## src/ntsr_pkg.sv

```systemverilog
// package: register map, field layout and status carriers of the tx status and tuning bank
// Summary of operation
// RQ1: The passive target state is shown as a 4-bit code in bits 3:0 with the reserved codes unused.
// RQ2: In active or starred active state the host itself handles every received command.
// RQ3: A 13-bit full byte count is held with its top eight bits at 22h and low five at 23h[7:3].
// RQ4: The host never programs a full byte count above 8191.
// RQ5: Bits 2:0 of 23h give the extra bits sent after the last full byte, zero meaning none.
// RQ6: The bits of a trailing partial byte are sent least significant bit first.
// RQ7: A split-byte type-A anticollision frame is sent without parity generation.
// RQ8: In passive target operation the trailing bit count allows 4-bit ack and nack replies.
// RQ9: Anticollision set, card idle and a nonzero bit count raise parity error on request or wake-up.
// RQ10: The host sends short frames only for type A or B through transmit without CRC.
// RQ11: The bit-rate detection result sits in bits 5:4 of the read-only register at 24h.
// RQ12: Bits 3:0 of 24h are live running flags of the guard, general, no-response and mask timers.
// RQ13: The last conversion result is readable at 25h.
// RQ14: Register 26h drives the first tuning converter code and resets to 80h.
// RQ15: Register 27h drives the second tuning converter code and resets to 80h.
// RQ16: Writes to read-only registers are ignored and reserved bits read as zero.
// RQ17: The byte and bit count registers hold until rewritten or reset.
package ntsr_pkg;
  // ****************************************
  // register indices, byte address is index times four
  // ****************************************
  localparam logic [5:0] IDX_PT_STATE  = 6'h21;
  localparam logic [5:0] IDX_CNT_HIGH  = 6'h22;
  localparam logic [5:0] IDX_CNT_LOW   = 6'h23;
  localparam logic [5:0] IDX_RATE_TMR  = 6'h24;
  localparam logic [5:0] IDX_CONV      = 6'h25;
  localparam logic [5:0] IDX_TUNE_A    = 6'h26;
  localparam logic [5:0] IDX_TUNE_B    = 6'h27;
  // ****************************************
  // reset values and codes
  // ****************************************
  localparam logic [7:0] TUNE_RST      = 8'h80;
  localparam logic [7:0] ZERO_RST      = 8'h00;
  localparam logic [3:0] PT_POWER_OFF  = 4'h0;
  localparam logic [3:0] PT_IDLE       = 4'h1;
  localparam logic [3:0] PT_ACTIVE     = 4'h5;
  localparam logic [3:0] PT_ACTIVE_S   = 4'hD;
  localparam logic [2:0] NIBBLE_BITS   = 3'h4;
  // ****************************************
  // carriers
  // ****************************************
  typedef struct packed {
    logic [1:0] bit_rate;
    logic       guard_timer2_running;
    logic       gp_timer_running;
    logic       no_resp_timer_running;
    logic       mask_rx_timer_running;
  } ntsr_rate_tmr_t;
  typedef struct packed {
    logic [12:0] full_bytes;
    logic [2:0]  extra_bits;
  } ntsr_tx_count_t;
endpackage

```

## src/ntsr_regs.sv

```systemverilog
// module: wishbone slave for tx count, status view and antenna tuning registers
`timescale 1ns/1ps
module ntsr_regs
  import ntsr_pkg::*;
(
  // clock and reset
  input  wire logic           clk_i,
  input  wire logic           rst_i,
  // wishbone slave
  input  wire logic           cyc_i,
  input  wire logic           stb_i,
  input  wire logic           we_i,
  input  wire logic [7:0]     adr_i,
  input  wire logic [3:0]     sel_i,
  input  wire logic [31:0]    dat_i,
  output logic      [31:0]    dat_o,
  output logic                ack_o,
  // device status inputs
  input  wire logic [3:0]     pt_state_i,
  input  wire ntsr_rate_tmr_t rate_tmr_i,
  input  wire logic [7:0]     conv_data_i,
  input  wire logic           conv_done_i,
  // transmit context
  input  wire logic           anticoll_i,
  input  wire logic           passive_target_i,
  input  wire logic           req_wake_cmd_i,
  // transmit control outputs
  output ntsr_tx_count_t      tx_count_o,
  output logic [7:0]          tail_mask_o,
  output logic                no_parity_o,
  output logic                nibble_reply_o,
  output logic                par_err_o,
  // tuning converter codes
  output logic [7:0]          tune_a_o,
  output logic [7:0]          tune_b_o
);

  // ****************************************
  // decode helpers
  // ****************************************
  function automatic logic [7:0] low_mask(input logic [2:0] n);
    logic [7:0] m;
    m = 8'h00;
    for (int i = 0; i < 8; i++) begin
      if (i < int'(n)) begin
        m[i] = 1'b1;
      end
    end
    return m;
  endfunction

  // ****************************************
  // bus decode
  // ****************************************
  logic       req;
  logic       wr_lane;
  logic [5:0] idx;

  assign req     = cyc_i && stb_i && !ack_o;
  assign wr_lane = req && we_i && sel_i[0];
  assign idx     = adr_i[7:2];

  // ****************************************
  // register state
  // ****************************************
  logic [7:0]     cnt_high;
  logic [7:0]     cnt_low;
  logic [7:0]     tune_a;
  logic [7:0]     tune_b;
  logic [3:0]     pt_view;
  ntsr_rate_tmr_t rt_view;
  logic [7:0]     conv_view;
  logic [7:0]     next_cnt_high;
  logic [7:0]     next_cnt_low;
  logic [7:0]     next_tune_a;
  logic [7:0]     next_tune_b;
  logic [3:0]     next_pt_view;
  ntsr_rate_tmr_t next_rt_view;
  logic [7:0]     next_conv_view;

  always_comb begin
    next_cnt_high  = cnt_high;
    next_cnt_low   = cnt_low;
    next_tune_a    = tune_a;
    next_tune_b    = tune_b;
    next_pt_view   = pt_state_i;                            // [RQ1]
    next_rt_view   = rate_tmr_i;                            // [RQ11] [RQ12]
    next_conv_view = conv_view;
    if (conv_done_i) begin
      next_conv_view = conv_data_i;                         // [RQ13]
    end
    if (wr_lane) begin
      unique case (idx)
        IDX_CNT_HIGH: next_cnt_high = dat_i[7:0];           // [RQ3] [RQ17]
        IDX_CNT_LOW:  next_cnt_low  = dat_i[7:0];           // [RQ3] [RQ5] [RQ17]
        IDX_TUNE_A:   next_tune_a   = dat_i[7:0];           // [RQ14]
        IDX_TUNE_B:   next_tune_b   = dat_i[7:0];           // [RQ15]
        default: begin
          next_cnt_high = cnt_high;                         // [RQ16]
        end
      endcase
    end
  end

  always_ff @(posedge clk_i) begin
    if (rst_i) begin
      cnt_high  <= ZERO_RST;
      cnt_low   <= ZERO_RST;
      tune_a    <= TUNE_RST;
      tune_b    <= TUNE_RST;
      pt_view   <= PT_POWER_OFF;
      rt_view   <= '0;
      conv_view <= ZERO_RST;
    end else begin
      cnt_high  <= next_cnt_high;
      cnt_low   <= next_cnt_low;
      tune_a    <= next_tune_a;
      tune_b    <= next_tune_b;
      pt_view   <= next_pt_view;
      rt_view   <= next_rt_view;
      conv_view <= next_conv_view;
    end
  end

  // ****************************************
  // bus answer
  // ****************************************
  logic [31:0] next_dat;
  logic        next_ack;

  always_comb begin
    next_ack = req;
    next_dat = 32'h0000_0000;
    if (req && !we_i) begin
      unique case (idx)
        IDX_PT_STATE: next_dat = {28'h000_0000, pt_view};   // [RQ1] [RQ16]
        IDX_CNT_HIGH: next_dat = {24'h00_0000, cnt_high};
        IDX_CNT_LOW:  next_dat = {24'h00_0000, cnt_low};
        IDX_RATE_TMR: next_dat = {26'h00_0000, rt_view};    // [RQ11] [RQ12] [RQ16]
        IDX_CONV:     next_dat = {24'h00_0000, conv_view};  // [RQ13]
        IDX_TUNE_A:   next_dat = {24'h00_0000, tune_a};
        IDX_TUNE_B:   next_dat = {24'h00_0000, tune_b};
        default:      next_dat = 32'h0000_0000;
      endcase
    end
  end

  always_ff @(posedge clk_i) begin
    if (rst_i) begin
      ack_o <= 1'b0;
      dat_o <= 32'h0000_0000;
    end else begin
      ack_o <= next_ack;
      dat_o <= next_dat;
    end
  end

  // ****************************************
  // transmit control
  // ****************************************
  ntsr_tx_count_t next_tx_count;
  logic [7:0]     next_tail_mask;
  logic           next_no_parity;
  logic           next_nibble;
  logic           next_par_err;

  always_comb begin
    next_tx_count.full_bytes = {next_cnt_high, next_cnt_low[7:3]};   // [RQ3]
    next_tx_count.extra_bits = next_cnt_low[2:0];                    // [RQ5]
    next_tail_mask = low_mask(next_cnt_low[2:0]);                    // [RQ6]
    next_no_parity = anticoll_i && (next_cnt_low[2:0] != 3'h0);      // [RQ7]
    next_nibble    = passive_target_i
                     && (next_cnt_low[2:0] == NIBBLE_BITS);          // [RQ8]
    next_par_err   = anticoll_i && req_wake_cmd_i && (pt_view == PT_IDLE)
                     && (cnt_low[2:0] != 3'h0);                      // [RQ9]
  end

  always_ff @(posedge clk_i) begin
    if (rst_i) begin
      tx_count_o     <= '0;
      tail_mask_o    <= 8'h00;
      no_parity_o    <= 1'b0;
      nibble_reply_o <= 1'b0;
      par_err_o      <= 1'b0;
      tune_a_o       <= TUNE_RST;
      tune_b_o       <= TUNE_RST;
    end else begin
      tx_count_o     <= next_tx_count;
      tail_mask_o    <= next_tail_mask;
      no_parity_o    <= next_no_parity;
      nibble_reply_o <= next_nibble;
      par_err_o      <= next_par_err;
      tune_a_o       <= next_tune_a;                                 // [RQ14]
      tune_b_o       <= next_tune_b;                                 // [RQ15]
    end
  end

  // ****************************************
  // checks
  // ****************************************
  chk_ack_single_pulse: assert property (
    @(posedge clk_i) disable iff (rst_i)
    ack_o |=> !ack_o)
    else $error("ack held longer than one cycle");

  chk_ack_latency: assert property (
    @(posedge clk_i) disable iff (rst_i)
    (cyc_i && stb_i && !ack_o) |=> ack_o)
    else $error("request not answered in one cycle");

  chk_tune_a_write: assert property ( // [RQ14]
    @(posedge clk_i) disable iff (rst_i)
    (wr_lane && idx == IDX_TUNE_A) |=> (tune_a_o == $past(dat_i[7:0])))
    else $error("first tuning code not forwarded");

  chk_tune_b_write: assert property ( // [RQ15]
    @(posedge clk_i) disable iff (rst_i)
    (wr_lane && idx == IDX_TUNE_B) |=> (tune_b_o == $past(dat_i[7:0])))
    else $error("second tuning code not forwarded");

  chk_count_hold: assert property ( // [RQ17]
    @(posedge clk_i) disable iff (rst_i)
    !(wr_lane && (idx == IDX_CNT_HIGH || idx == IDX_CNT_LOW)) ##1
    !(wr_lane && (idx == IDX_CNT_HIGH || idx == IDX_CNT_LOW))
    |=> $stable(tx_count_o))
    else $error("tx count changed without a write");

  chk_par_err_raise: assert property ( // [RQ9]
    @(posedge clk_i) disable iff (rst_i)
    (anticoll_i && req_wake_cmd_i && pt_view == PT_IDLE && cnt_low[2:0] != 3'h0)
    |=> par_err_o)
    else $error("parity error not raised");

  chk_ro_read_zero: assert property ( // [RQ16]
    @(posedge clk_i) disable iff (rst_i)
    (req && !we_i && idx == IDX_PT_STATE) |=> (dat_o[31:4] == 28'h000_0000)
    && (dat_o[3:0] == $past(pt_view)))
    else $error("state view read wrong");

  chk_no_parity_flag: assert property ( // [RQ7]
    @(posedge clk_i) disable iff (rst_i)
    no_parity_o |-> (tx_count_o.extra_bits != 3'h0))
    else $error("parity suppressed on whole bytes");

  chk_tail_mask_lsb: assert property ( // [RQ6]
    @(posedge clk_i) disable iff (rst_i)
    (tx_count_o.extra_bits != 3'h0) |-> tail_mask_o[0]
    && ($countones(tail_mask_o) == int'(tx_count_o.extra_bits)))
    else $error("tail bits not taken from the lsb");

  chk_count_split: assert property ( // [RQ3]
    @(posedge clk_i) disable iff (rst_i)
    (wr_lane && idx == IDX_CNT_HIGH) |=> (tx_count_o.full_bytes[12:5] == $past(dat_i[7:0])))
    else $error("full byte count split wrong");

  chk_count_low_split: assert property ( // [RQ3] [RQ5]
    @(posedge clk_i) disable iff (rst_i)
    (wr_lane && idx == IDX_CNT_LOW) |=> (tx_count_o.full_bytes[4:0] == $past(dat_i[7:3]))
    && (tx_count_o.extra_bits == $past(dat_i[2:0])))
    else $error("low count byte split wrong");

  chk_par_err_quiet: assert property ( // [RQ9]
    @(posedge clk_i) disable iff (rst_i)
    !(anticoll_i && req_wake_cmd_i && pt_view == PT_IDLE && cnt_low[2:0] != 3'h0)
    |=> !par_err_o)
    else $error("parity error raised without cause");

  chk_no_parity_set: assert property ( // [RQ7]
    @(posedge clk_i) disable iff (rst_i)
    (anticoll_i && !wr_lane && cnt_low[2:0] != 3'h0) |=> no_parity_o)
    else $error("parity kept on a split last byte");

  chk_nibble_set: assert property ( // [RQ8]
    @(posedge clk_i) disable iff (rst_i)
    (passive_target_i && !wr_lane && cnt_low[2:0] == NIBBLE_BITS) |=> nibble_reply_o)
    else $error("nibble reply not flagged");

  chk_conv_capture: assert property ( // [RQ13]
    @(posedge clk_i) disable iff (rst_i)
    conv_done_i |=> (conv_view == $past(conv_data_i)))
    else $error("conversion result not captured");

  chk_conv_hold: assert property ( // [RQ13] [RQ16]
    @(posedge clk_i) disable iff (rst_i)
    !conv_done_i |=> $stable(conv_view))
    else $error("conversion result changed without a strobe");

  chk_state_follow: assert property ( // [RQ1]
    @(posedge clk_i) disable iff (rst_i)
    !rst_i |=> (pt_view == $past(pt_state_i)))
    else $error("state view lost the input code");

  chk_rate_follow: assert property ( // [RQ11] [RQ12]
    @(posedge clk_i) disable iff (rst_i)
    !rst_i |=> (rt_view == $past(rate_tmr_i)))
    else $error("rate and timer view lost the inputs");

  chk_tail_mask_zero: assert property ( // [RQ5]
    @(posedge clk_i) disable iff (rst_i)
    (tx_count_o.extra_bits == 3'h0) |-> (tail_mask_o == 8'h00))
    else $error("tail bits sent on whole bytes");

  chk_tune_a_hold: assert property ( // [RQ14]
    @(posedge clk_i) disable iff (rst_i)
    !(wr_lane && idx == IDX_TUNE_A) |=> $stable(tune_a_o))
    else $error("first tuning code changed without a write");

  chk_tune_b_hold: assert property ( // [RQ15]
    @(posedge clk_i) disable iff (rst_i)
    !(wr_lane && idx == IDX_TUNE_B) |=> $stable(tune_b_o))
    else $error("second tuning code changed without a write");

endmodule

```

## config.mk

```make
export PLATFORM = sky130hd
export DESIGN_NAME = ntsr_regs
export DESIGN_NICKNAME = d
export VERILOG_FILES = /design/src/ntsr_pkg.sv /design/src/ntsr_regs.sv
export SDC_FILE = /design/constraint.sdc
export NUM_CORES = 1
export LEC_CHECK = 0
export BUFFER_PORTS_ARGS = -buffer_cell sky130_fd_sc_hd__buf_2
export CAP_MARGIN = 20
export CORE_UTILIZATION = 45
export DETAILED_ROUTE_END_ITERATION = 10
export PLACE_DENSITY = 0.77
export SLEW_MARGIN = 40
export SYNTH_ARGS = -nofsm -noshare
export SYNTH_HDL_FRONTEND = slang
export SYNTH_SLANG_ARGS = --single-unit
```

## constraint.sdc

```tcl
create_clock -name clk_i -period 2.5 [get_ports clk_i]
set_clock_uncertainty 0.2 [all_clocks]
set_input_delay 0.25 -clock clk_i [delete_from_list [all_inputs] [get_ports clk_i]]
set_output_delay 0.25 -clock clk_i [all_outputs]
set_load 0.1 [all_outputs]
```

==> impl_metrics.yaml, run 1 <==
cells_and_area:
  drive_gt1_frac: 0.320
  antenna_cells: 0
  area_growth_pct: 31.1
  nets: 479
  final_cells: 488
cts:
  cts-root-buf: "clkbuf_8"
  tritoncts: "yes"
  cts.sinks: 68
  post_cts_resized: 0
  clk_latency_ns: 0.35
  cts_buffer_depth: 2
  h-tree-depth: 3
  clkTransAtPathRegs_ns: 0.08
  cts_buffers: 9
floorplan:
  fp-row-count: 28
  fp.dieH_um: 82.5
  start_util: 0.478
  die_width_um: 82.5
  num_io_pins: 147
  die_area_um2: 6800
  core-area_um2: 6100
routing:
  drc: 0
  num_vias: 2453
  ant_nets: 0
  drt-initial-drc-count: 93
  wl_um: 7090
  wl_per_cell_um: 14.5
  detail_route.vias_per_cell: 5.03
  dr.pass1.iters: 6
critical_path:
  slowest_stage: "nor4_4"
  endpoint: "tail_mask_o[2]$_SDFF_PP0_"
  reg2regPathDepth: 5
  path_delay_family: "simple AND/OR/NAND/NOR gates"
  crit_buf_inv: 1
  r2r_end: "tail_mask_o[2]$_SDFF_PP0_"
  critPathLaunch: "ack_o$_SDFF_PP0_"
  critPathKind: "reg2reg"
  end_kind: "flip-flop"
  path_depth: 5
  timing.rr.start: "ack_o$_SDFF_PP0_"
  critical_path.max_stage_delay_ns: 0.44
  start_kind: "flip-flop"
  worstPathArrival_ns: 2.22
  critPathRequiredTime_ns: 2.57
  worstPathMaxFanout: 6
  timing.reg2reg.setup_slack_ns: 0.35
  crit_chain: "nand3b_1, nor4_4, buf_4, mux2_2, o21ai_0"
global_routing:
  grt_use_total: 0.222
  grt_max_degree: 31
  grt_pass1_wl_um: 10900
  grt_antenna_before_repair: 0
  grt_pass1_vias: 2278
  grt_overflow: 0
job:
  max_cap_violations: 0
pwr:
  ir_drop_mv: 0.540
  p_leak_nw: 1.71
  totalPowerFinal_mw: 2.43
  p_per_area_nw_per_um2: 635
logic_synthesis:
  yosysWarnings: 0
  ys_seq_area_frac: 0.467
  yosysTopAreaCell: "dfxtp_1"
  syn-instance-count: 286
  synth-async-reset-ratio: 0
  synth_edf_count: 0
  yosys.area_share.simple: 0.193
  synth_xor_area_frac: 0
  muxShareOfSynthArea: 0.179
  ys.flop_type: "dfxtp_1"
  synth_area_per_cell_um2: 10.2
  syn_area_um2: 2910
  synth_top_family_by_area: "simple AND/OR/NAND/NOR gates"
  synth-adder-area-share: 0
  synth_area_leaders: "dfxtp_1 47%, mux2i_1 15%, buf_4 6.7%"
  yosysMostFrequentCell: "dfxtp_1"
  synth_top_area_frac: 0.467
  synth-seq-cells: 68
  synth-compound-area-share: 0.0700
  synth_commonest_cells: "68 x dfxtp_1, 51 x nor2_1, 43 x mux2i_1"
  synth_cell_types: 36
status:
  status: "complete, no violations"
timing:
  rsz0062_at_grt: "false"
  setup_viol: 0
  finalCriticalPeriod_ns: 2.15
  finalCritPeriodShare: 0.862
  hold_viol_final: 0
  max_freq_mhz: 464
  worst_slack_ns: 0.346
  slew_viol_final: 0
  worst_slew_pin_slew_ns: 0.543
  tns_ns: 0
  relSlewSlack: 0.638
placed_design:
  hpwl_um: 5110
  dp.cells: 451
  port_buffers: 92
  gp_congestion: 0.810
  dp_slack_ns: 0.131
min_path:
  worstHoldPathType: "in2reg"
[cell usage in the layout, fill, tap and decap left out, types with 8 or more instances in the layout]
master / count
mux2i_1: 43
nor2_1: 51
clkbuf_8: 10
nor2b_1: 15
conb_1: 25
buf_2: 92
a21oi_1: 8
buf_4: 12
dfxtp_1: 67
dlygate4sd3_1: 21
[worst register-to-register path, delay by kind of cell (launching register included)]
kind / cells / cell delay (ns)
compound gates: 1 / 0.16
buf+inv: 1 / 0.22
flops: 1 / 0.32
mux: 1 / 0.34
simple gates: 2 / 0.85
[state kept, by name, summed over array words and instances (netlist names)]
name / cells
cnt_high: 8
conv_view: 8
dat_o: 8
tune_a_o: 8
tune_b_o: 8
cnt_low: 7
rt_view: 6
tail_mask_o: 6
pt_view: 4
ack_o: 1
nibble_reply_o: 1
no_parity_o: 1
par_err_o: 1
tx_count_o: 1
[repair_timing]
item,4_1_cts,5_1_grt
buffers inserted,0,0
hold endpoints to repair,22,0
hold buffers,21,0
[worst min-delay path by stage]
stage / startpoint / end / slack (ns) / cells after the start
6_report: dat_i[4] / tune_a_o[4]$_SDFFE_PP0P_ / 0.004 / 3
4_1_cts: dat_i[6] / tune_a_o[6]$_SDFFE_PP0P_ / 0.001 / 3
3_5_place_dp: rate_tmr_i[3] / rt_view[3]$_SDFF_PP0_ / 0.26 / 2
3_3_place_gp: rate_tmr_i[4] / rt_view[4]$_SDFF_PP0_ / 0.26 / 2
5_1_grt: dat_i[6] / tune_a_o[6]$_SDFFE_PP0P_ / 0.01 / 3
2_1_floorplan: dat_i[7] / tune_a_o[7]$_SDFFE_PP1P_ / 0.17 / 1
[layout make-up]
cell class	instances	area (um^2)
repair buffers	125	761
inverters	2	7.51
multi-input cells	202	1380
flip-flops and latches	68	1360
clock inverters	5	75.1
fillers	520	2270
clock buffers	11	141
well taps	75	93.8
[cells by family after synthesis]
group | Yosys count
flops | 68
other cells | 1
compound gates | 29
buf+inv | 40
mux | 48
simple gates | 100
[where the power goes]
| part | switching [mW] | internal [mW] |
|---|---|---|
| registers | 0.00852 | 1.10 |
| clock network | 0.402 | 0.584 |
| logic | 0.251 | 0.0796 |
[metal layers]
metal	vias up	GRT usage	routed length [um]
met4	0	0.111	158
met2	99	0.352	3400
met3	20	0.0714	493
met1	1140	0.271	3030
li1	1194	-	-
met5	-	0	0
[per-stage QoR]
step	area, um^2	util	hold slack [ns]
floorplan	3010	-	0.168
global placement	3390	0.557	0.261
detailed placement	3390	0.557	0.262
CTS	3820	0.627	0.00102
global route	3820	0.627	0.0129
finish	3820	0.627	0.00392
(Power assumes the default switching activity.)
==> inputs of run 2 (changes only) <==
GPL_TIMING_DRIVEN = 0   (was unset)
==> run 2 against run 1 <==
  * Worst setup slack got worse by 0.18 ns
  * Global-route usage grew 1.8 points
  * Utilization is 3.4 points higher
  * Power up 1.5%
  * Register-to-register slack got worse by 0.18 ns
  * Die area unchanged
  * Sequential cell count unchanged
  * Non-clock buffer count up 29
  * Critical path depth decreased by 1
  * Combinational power grew 12%
  * Clock-buffer cell count is 2 higher
  * Via count is 5.1% higher
  * Critical path type unchanged
  * Critical endpoint is now tune_a_o[7]$_SDFFE_PP1P_
  * Largest power group unchanged
==> impl_metrics.yaml, run 2 (synthesized netlist as in run 1, its figures left out) <==
cts:
  tritoncts: "yes"
  clk_latency_ns: 0.34
  h-tree-depth: 3
  cts-root-buf: "clkbuf_8"
  cts_buffers: 9
  clkTransAtPathRegs_ns: 0.07
  cts.sinks: 68
  cts_buffer_depth: 2
cells_and_area:
  design_area_um2: 4030
  layout_common_cells: "91 x buf_2, 67 x dfxtp_1, 51 x nor2_1, 42 x mux2i_1, 26 x buf_4"
  final_cells: 517
  antenna_cells: 0
  final_common_cell: "buf_2"
  drive_gt1_frac: 0.337
  nets: 508
  fin_util: 0.661
  area_growth_pct: 38.3
  multi_input_area_um2: 1380
  seqCellArea_um2: 1360
  fillers: 515
timing:
  finalCritPeriodShare: 0.935
  setup_viol: 0
  worst_slew_pin_slew_ns: 0.843
  finalCriticalPeriod_ns: 2.34
  hold_viol_final: 0
  tns_ns: 0
  hold_slack_ns: 0.0475
  slew_viol_final: 0
  relSlewSlack: 0.434
  rsz0062_at_grt: "false"
  worst_slack_ns: 0.163
  max_freq_mhz: 428
global_routing:
  grt_use_total: 0.241
  grt_max_degree: 12
  grt_antenna_before_repair: 0
  grt_pass1_vias: 2421
  grt_overflow: 0
  grt_pass1_wl_um: 11800
routing:
  drt-initial-drc-count: 155
  num_vias: 2579
  detail_route.vias_per_cell: 4.99
  dr.pass1.iters: 4
  wl_per_cell_um: 14.7
  ant_nets: 0
  drc: 0
  wl_um: 7580
placed_design:
  gp_congestion: 0.835
  hpwl_um: 5530
  port_buffers: 91
  place_area_um2: 3550
  dp.cells: 476
  dp_slack_ns: -0.141
critical_path:
  path_delay_family: "simple AND/OR/NAND/NOR gates"
  slowest_stage: "nor4_4"
  critical_path.max_stage_delay_ns: 0.88
  critPathRequiredTime_ns: 2.54
  crit_buf_inv: 0
  crit_chain: "nand3b_1, nor4_4, nor2b_1, a211o_1"
  critPathKind: "reg2reg"
  start_kind: "flip-flop"
  end_kind: "flip-flop"
  worstPathMaxFanout: 9
  worstPathArrival_ns: 2.38
floorplan:
  fp-row-count: 28
  num_io_pins: 147
  start_util: 0.478
  die_area_um2: 6800
  fp.dieH_um: 82.5
  core-area_um2: 6100
  die_width_um: 82.5
pwr:
  ir_drop_mv: 0.466
  p_per_area_nw_per_um2: 611
  totalPowerFinal_mw: 2.46
  p_leak_nw: 1.82
min_path:
  worstHoldPathType: "in2reg"
status:
  status: "complete, no violations"
job:
  max_cap_violations: 0
## run 2: cell types whose count changed in the layout (fill, tap and decap cells not counted), sizes merged
| cell | before | now |
|---|---|---|
| buf | 104 | 119 |
| bufinv | 2 | 1 |
| clkbuf | 11 | 23 |
| clkinv | 3 | 1 |
| clkinvlp | 0 | 1 |
| dlygate4sd3 | 21 | 25 |
## run 2: area by class of cell
class | count | area share
multi-input cells | 202 | 0.343
flip-flops and latches | 68 | 0.338
repair buffers | 116 | 0.175
plain buffers | 38 | 0.0633
clock buffers | 13 | 0.0444
well taps | 75 | 0.0233
clock inverters | 3 | 0.0106
inverters | 2 | 0.00186
## run 2: final timing paths
kind | start | to | slack (ns) | depth (start not counted)
min reg2reg | pt_view[0]$_SDFF_PP0_ | par_err_o$_SDFF_PP0_ | 0.31 | 1
max | ack_o$_SDFF_PP0_ | tune_a_o[7]$_SDFFE_PP1P_ | 0.16 | 4
max reg2reg | ack_o$_SDFF_PP0_ | tune_a_o[7]$_SDFFE_PP1P_ | 0.16 | 4
min | dat_i[2] | cnt_high[2]$_SDFFE_PP0P_ | 0.05 | 3
## run 2: layer usage
layer  global-route usage  up-vias  wire, um
li1                     -     1257         -
met1                0.290     1195      3230
met2                0.402      114      3600
met3               0.0769       13       600
met4               0.0842        0       145
met5                    0        -         0
## run 2: repair_timing
| action | in CTS | in global routing |
|---|---|---|
| setup buffers | 0 | 0 |
| resized for setup | 0 | 1 |
| hold buffers | 25 | 0 |
| setup endpoints to repair | 0 | 1 |
| endpoints found under the hold margin | 36 | 0 |
## run 2: tightest hold or removal path: cells and delay by family
kind | cells | cell delay, ns
buf+inv | 1 | 0.14
mux | 1 | 0.08
simple gates | 1 | 0.07
## run 2: power breakdown
part	switching, mW	internal [mW]	total, mW
Combinational	0.262	0.110	0.372
Sequential	0.00857	1.10	1.11
Clock	0.413	0.568	0.981
